**config.mk**
```make
export PLATFORM = sky130hd
export DESIGN_NAME = rdl_lane_config
export DESIGN_NICKNAME = d
export VERILOG_FILES = /design/src/rtl/rdl_lane_config.v /design/src/rtl/rdl_lane_regs.v
export VERILOG_INCLUDE_DIRS = /design/src /design/src/include
export SDC_FILE = /design/constraint.sdc
export NUM_CORES = 1
export LEC_CHECK = 0
export ABC_AREA = 1
export CORE_MARGIN = 4
export CORE_UTILIZATION = 55
export DETAILED_ROUTE_END_ITERATION = 8
export DONT_BUFFER_PORTS = 1
export GPL_TIMING_DRIVEN = 0
export PLACE_DENSITY = 0.81
export SYNTH_ARGS = -nofsm -noshare
export SYNTH_HDL_FRONTEND = slang
export SYNTH_HIERARCHICAL = 1
export SYNTH_SLANG_ARGS = --single-unit
```
**constraint.sdc**
```tcl
create_clock -name clk_sys -period 0.9 [get_ports clk_sys]
set_input_delay 0.18 -clock clk_sys [delete_from_list [all_inputs] [get_ports clk_sys]]
set_output_delay 0.18 -clock clk_sys [all_outputs]
set_load 0.01 [all_outputs]
```
**src/include/rdl_regs.vh**
```
// register map constants for the redriver lane configuration bank
// included by bare name; definitions only
`ifndef RDL_REGS_VH
`define RDL_REGS_VH

// register addresses on the serial control bus
`define RDL_LANE1_CTRL_ADDR 8'h05
`define RDL_LANE1_ENAB_ADDR 8'h06
`define RDL_LANE2_CTRL_ADDR 8'h08
`define RDL_LANE2_ENAB_ADDR 8'h09

// reset values
`define RDL_CTRL_RESET 8'h00
`define RDL_ENAB_RESET 3'h0

// control register fields
`define RDL_CTRL_RESERVED_BIT_BIT 7
`define RDL_CTRL_EQ_MSB 6
`define RDL_CTRL_EQ_LSB 4
`define RDL_CTRL_TXG_BIT 3
`define RDL_CTRL_EQDC_BIT 2
`define RDL_CTRL_RXG_MSB 1
`define RDL_CTRL_RXG_LSB 0

// enable register fields
`define RDL_ENAB_PEAK_BIT 2
`define RDL_ENAB_EQOFF_BIT 1
`define RDL_ENAB_DRVOFF_BIT 0
`define RDL_ENAB_WIDTH 3

// value read from an unmapped address
`define RDL_UNMAPPED_READ 8'h00

`endif

```
**src/rtl/rdl_lane_config.v**
```verilog
// lane 1 and lane 2 configuration registers and the settings they drive
// assumes the serial bus engine outside decodes frames into byte reads and writes
`timescale 1ns/1ps
`default_nettype none
`include "rdl_regs.vh"

module rdl_lane_config #(
    parameter NUM_LANES = 2
) (
    // clock and reset
    input wire clk_sys,
    input wire rst,
    // register access from the serial bus engine
    input wire reg_wr_en,
    input wire reg_rd_en,
    input wire [7:0] reg_addr,
    input wire [7:0] reg_wdata,
    output reg [7:0] reg_rdata_ff,
    output reg reg_rd_valid_ff,
    // global control bits
    input wire control_source_select,
    input wire track_all_off,
    // strap pin levels
    input wire [2:0] strap_eq_code,
    input wire strap_dc_gain,
    input wire [1:0] strap_rx_gain,
    // lane settings, lane 1 in the low slice
    output reg [3*NUM_LANES-1:0] equalizer_strength_code,
    output reg [NUM_LANES-1:0] output_stage_dc_gain,
    output reg [NUM_LANES-1:0] equalizer_dc_gain_sel,
    output reg [2*NUM_LANES-1:0] rx_gain_code,
    output reg [NUM_LANES-1:0] driver_ac_peaking_on,
    output reg [NUM_LANES-1:0] equalizer_stage_off_n,
    output reg [NUM_LANES-1:0] driver_stage_off_n
);

    wire [8*NUM_LANES-1:0] ctrl_all;
    wire [3*NUM_LANES-1:0] enab_all;
    reg [7:0] nxt_rdata;
    integer k;

    // register pairs, one per lane
    genvar g;
    generate
        for (g = 0; g < NUM_LANES; g = g + 1) begin : g_lane
            rdl_lane_regs #(
                .CTRL_ADDR(g == 0 ? `RDL_LANE1_CTRL_ADDR : `RDL_LANE2_CTRL_ADDR),
                .ENAB_ADDR(g == 0 ? `RDL_LANE1_ENAB_ADDR : `RDL_LANE2_ENAB_ADDR)
            ) u_regs (
                .clk_sys(clk_sys),
                .rst(rst),
                .reg_wr_en(reg_wr_en),
                .reg_addr(reg_addr),
                .reg_wdata(reg_wdata),
                .ctrl_ff(ctrl_all[8*g+7:8*g]),
                .enab_ff(enab_all[3*g+2:3*g])
            );
        end
    endgenerate

    // read mux; unmapped addresses answer zero
    always @* begin
        nxt_rdata = `RDL_UNMAPPED_READ;
        for (k = 0; k < NUM_LANES; k = k + 1) begin
            if (reg_addr == (k == 0 ? `RDL_LANE1_CTRL_ADDR : `RDL_LANE2_CTRL_ADDR)) begin
                nxt_rdata = ctrl_all[8*k +: 8];
            end
            if (reg_addr == (k == 0 ? `RDL_LANE1_ENAB_ADDR : `RDL_LANE2_ENAB_ADDR)) begin
                nxt_rdata = {5'h00, enab_all[3*k +: 3]};
            end
        end
    end

    // read data held until the next read
    always @(posedge clk_sys or posedge rst) begin
        if (rst) begin
            reg_rdata_ff <= 8'h00;
            reg_rd_valid_ff <= 1'b0;
        end else begin
            reg_rd_valid_ff <= reg_rd_en;
            if (reg_rd_en) begin
                reg_rdata_ff <= nxt_rdata;
            end
        end
    end

    // effective lane settings, registered so the analog side sees clean levels
    generate
        for (g = 0; g < NUM_LANES; g = g + 1) begin : g_out
            // lane 1 as source when tracking
            wire [7:0] src_ctrl = track_all_off ? ctrl_all[8*g+7:8*g] : ctrl_all[7:0];
            wire [2:0] src_enab = track_all_off ? enab_all[3*g+2:3*g] : enab_all[2:0];
            always @(posedge clk_sys or posedge rst) begin
                if (rst) begin
                    equalizer_strength_code[3*g+2:3*g] <= 3'h0;
                    output_stage_dc_gain[g] <= 1'b0;
                    equalizer_dc_gain_sel[g] <= 1'b0;
                    rx_gain_code[2*g+1:2*g] <= 2'h0;
                    driver_ac_peaking_on[g] <= 1'b0;
                    equalizer_stage_off_n[g] <= 1'b0;
                    driver_stage_off_n[g] <= 1'b0;
                end else if (control_source_select) begin
                    // straps govern
                    // no strap for peaking or stage disables: stages off, no peaking
                    equalizer_strength_code[3*g+2:3*g] <= strap_eq_code;
                    output_stage_dc_gain[g] <= strap_dc_gain;
                    equalizer_dc_gain_sel[g] <= strap_dc_gain;
                    rx_gain_code[2*g+1:2*g] <= strap_rx_gain;
                    driver_ac_peaking_on[g] <= 1'b0;
                    equalizer_stage_off_n[g] <= 1'b0;
                    driver_stage_off_n[g] <= 1'b0;
                end else begin
                    equalizer_strength_code[3*g+2:3*g] <= src_ctrl[`RDL_CTRL_EQ_MSB:`RDL_CTRL_EQ_LSB];
                    output_stage_dc_gain[g] <= src_ctrl[`RDL_CTRL_TXG_BIT];
                    equalizer_dc_gain_sel[g] <= src_ctrl[`RDL_CTRL_EQDC_BIT];
                    // code 10 passed through as is
                    rx_gain_code[2*g+1:2*g] <= src_ctrl[`RDL_CTRL_RXG_MSB:`RDL_CTRL_RXG_LSB];
                    driver_ac_peaking_on[g] <= src_enab[`RDL_ENAB_PEAK_BIT];
                    // same bit meaning on lane 2
                    equalizer_stage_off_n[g] <= src_enab[`RDL_ENAB_EQOFF_BIT];
                    driver_stage_off_n[g] <= src_enab[`RDL_ENAB_DRVOFF_BIT];
                end
            end
        end
    endgenerate

endmodule
`default_nettype wire

```
**src/rtl/rdl_lane_regs.v**
```verilog
// one lane's control and enable register pair
// assumes a single-cycle write strobe from the serial bus engine
`timescale 1ns/1ps
`default_nettype none
`include "rdl_regs.vh"

module rdl_lane_regs #(
    parameter [7:0] CTRL_ADDR = `RDL_LANE1_CTRL_ADDR,
    parameter [7:0] ENAB_ADDR = `RDL_LANE1_ENAB_ADDR
) (
    // clock and reset
    input wire clk_sys,
    input wire rst,
    // write port
    input wire reg_wr_en,
    input wire [7:0] reg_addr,
    input wire [7:0] reg_wdata,
    // stored values
    output reg [7:0] ctrl_ff,
    output reg [2:0] enab_ff
);

    always @(posedge clk_sys or posedge rst) begin
        if (rst) begin
            ctrl_ff <= `RDL_CTRL_RESET;
        end else if (reg_wr_en && reg_addr == CTRL_ADDR) begin
            ctrl_ff <= reg_wdata;
        end
    end

    // upper enable bits dropped
    // only three bits are stored, so writes to 7..3 vanish by construction
    always @(posedge clk_sys or posedge rst) begin
        if (rst) begin
            enab_ff <= `RDL_ENAB_RESET;
        end else if (reg_wr_en && reg_addr == ENAB_ADDR) begin
            enab_ff <= reg_wdata[`RDL_ENAB_WIDTH-1:0];
        end
    end

endmodule
`default_nettype wire

```
==> metrics.txt <==
largest net degree at the start of global routing 30; max frequency 1100 MHz; Worst Path Required 720 ps; Routed WL roughly 5.3 mm; Buffers on Ports 0; Fin. Hold Viols 0; routability cong. between 0.8 and 0.9; H-tree levels 2; Data arrival, critical path approximately 730 ps; NetSw about 0.0010 W; Std-Cell Rows 24; fraction of layout cells with a size suffix above 1 0.135; part of the Yosys area used for sequential elements 0.511; Post-synth EDFFs 0; Main synth FF type dfrtp_1; CTS Sinks 51; status finished, violations left; final instance area 2720 µm²; fin. max-slew vios 0; first-pass GRT wire length 8.99 mm; P&R area growth vs syn 8.61%; PD cells 1570 nW/µm²; Worst Tran Pin Value approximately 1000 ps; Post-Syn Nets between 300 and 400; flop and latch count out of synthesis just over 50; grt total ovfl 0; Finish-stage setup viols 11; nets@finish roughly 340; CTS max path bufs 2; Min Hold Slack ~10 ps; Clk pwr share 0.328; Detail Route Antenna Nets 0; DR WL/cell ~15 µm; Cell Int Power 0.00321 W; Chip Width between 70 and 80 µm; YS warnings 6; Overall Global Routing Usage 0.214; Avg Synthesized Cell Area 8.42 µm²; reg2reg setup slack roughly 60 ps; fin crit period 912 ps; Initial Util 0.570; fraction of registers with async set/reset 1.00; clock-pin transition on the worst setup and hold timing paths 90 ps; placed wire-length estimate 4.17 mm; Die Height 75.4 µm; Cell Count, Final, Fillers Out approximately 360; DP Area 2560 µm²; pre-CTS setup slack -145 ps; violated checks setup timing; Critical Path Source Type register; Num CTS Buffers 5; HP Class in -> reg; combinational fraction of design power 0.087; # IOs 57; Vias/cell between 5 and 6; core area ~4400 µm²; placed insts around 350; initial antenna violation count 0; Root Buffer clkbuf_8; diode count 0; Yosys top cell by area dfrtp_1; Via Count just under 2000; Worst Skew between 6 and 7 ps; Distinct cells, synth 23; switching portion of total power 0.245; Leak 1.48 nW; RSZ-0062 raised after global routing yes; Util after Layout 0.619; die area ~5700 µm²; Reg power frac 0.585; Max IR drop VDD between 0.6 and 0.7 mV; Syn Inst Count 297; Rel. slew slack 0.300; number of max-cap violations 0; share of the synthesized area in the top cell type 0.511; endpoint type of the worst setup path output port; drt initial violations 159; Max FO, Critical Path 2; kind of critical path reg -> out; DRC Markers 0; Final period util 1.01; vias in the first global route approximately 1900; clock insertion delay at the later pin of the skew report ~310 ps; CTS tree yes; final setup margin -12.4 ps; post-CTS sizing 0; synthesized cell area ~2500 µm²; Initial DRT Pass Iterations 4; Setup Fix Bufs, Post-CTS 0; Synth area leaders dfrtp_1 51%, nand2_1 15%, nand3_1 6.2%
## metrics by stage
step	power, W	TNS, ps
after global routing	0.00448	-802
final	0.00426	-76.3
after global placement	0.00287	-2750
after CTS	0.00428	-182
after floorplan	0.00280	0
after detailed placement	0.00289	-4620
## final timing paths
kind / start / to / cells after the start
worst min-delay path: strap_eq_code[0] / equalizer_strength_code[3]$_DFF_PP0_ / 2
worst max-delay path: reg_rdata_ff[2]$_DFFE_PP0P_ / reg_rdata_ff[2] / 0
worst max register to register: g_lane[0].u_regs/ctrl_ff[0]$_DFFE_PP0P_ / reg_rdata_ff[0]$_DFFE_PP0P_ / 4
min in group asynchronous: rst / equalizer_stage_off_n[1]$_DFF_PP0_ / 1
worst min register to register: g_lane[1].u_regs/enab_ff[2]$_DFFE_PP0P_ / g_lane[1].u_regs/enab_ff[2]$_DFFE_PP0P_ / 2
max in group asynchronous: rst / reg_rdata_ff[4]$_DFFE_PP0P_ / 1
## Yosys cell counts (2+ instances only)
library cell  number
o21ai_0           19
nor2_8             3
o21ai_1            3
dfrtp_1           51
nand2_4            4
nor2_1            19
nand4_1           11
nand3_1           31
nor2_4             5
nand3_2            2
inv_2              6
inv_1             24
nor2_2             2
nand2_1          100
a21oi_1            3
nand2_2            4
buf_2              4
## worst reg2reg max path: stages (launching register included)
cell     delay (ps)
dfrtp_1         430
nand3_1         100
nand3_1          80
nand2_1          80
nand2_1          50
## layer usage
| metal | track usage | wire length [µm] | vias to the layer above |
|---|---|---|---|
| met5 | 0 | 0 | - |
| met4 | 0.0990 | 146 | 0 |
| met3 | 0.0712 | 518 | 14 |
| met2 | 0.351 | 2640 | 86 |
| met1 | 0.254 | 2030 | 899 |
| li1 | - | - | 968 |
## logic make-up after synthesis
logic type | count (synthesis) | synth area share
buffers and inverters | 38 | 0.0731
AO/OA/AOI/OAI | 25 | 0.0500
flip-flops | 51 | 0.511
AND/OR/NAND/NOR | 183 | 0.366
## power by group through the flow
stage	combinational (W)	sequential, W	clock, W
2_1_floorplan	0.000294	0.00251	0
3_3_place_gp	0.000338	0.00254	0
3_5_place_dp	0.000350	0.00254	0
4_1_cts	0.000370	0.00249	0.00142
5_1_grt	0.000430	0.00251	0.00154
6_report	0.000370	0.00249	0.00140
## flip-flops by register name (all words and copies together), names as in the netlist
| signal | flops |
|---|---|
| g_lane.u_regs/ctrl_ff | 16 |
| reg_rdata_ff | 8 |
| equalizer_strength_code | 6 |
| g_lane.u_regs/enab_ff | 6 |
| rx_gain_code | 4 |
| driver_ac_peaking_on | 2 |
| driver_stage_off_n | 2 |
| equalizer_dc_gain_sel | 2 |
| equalizer_stage_off_n | 2 |
| output_stage_dc_gain | 2 |
| reg_rd_valid_ff | 1 |
## cells in the final DEF (no fill, tap or decap), drive strengths merged
| cell | instances |
|---|---|
| o21ai | 22 |
| nor2 | 29 |
| nand2 | 108 |
| and2 | 1 |
| a21oi | 3 |
| dlygate4sd3 | 5 |
| clkbuf | 9 |
| buf | 7 |
| inv | 30 |
| nand3 | 34 |
| nand4 | 11 |
| dfrtp | 51 |
## what timing repair did
| action | in CTS | in global routing |
|---|---|---|
| pin swaps | 0 | 0 |
| setup endpoints to repair | 17 | 29 |
| hold endpoints to repair | 30 | 1 |
| hold buffers | 4 | 1 |
## layout make-up
class / count / area, µm²
plain buffers: 8 / 70.1
clock buffers: 8 / 100
fillers: 393 / 1670
inverters: 30 / 113
multi-input cells: 208 / 1040
flip-flops and latches: 51 / 1280
well taps: 52 / 65.1
repair buffers: 5 / 50.0
Power figures use the tool's default switching activity.
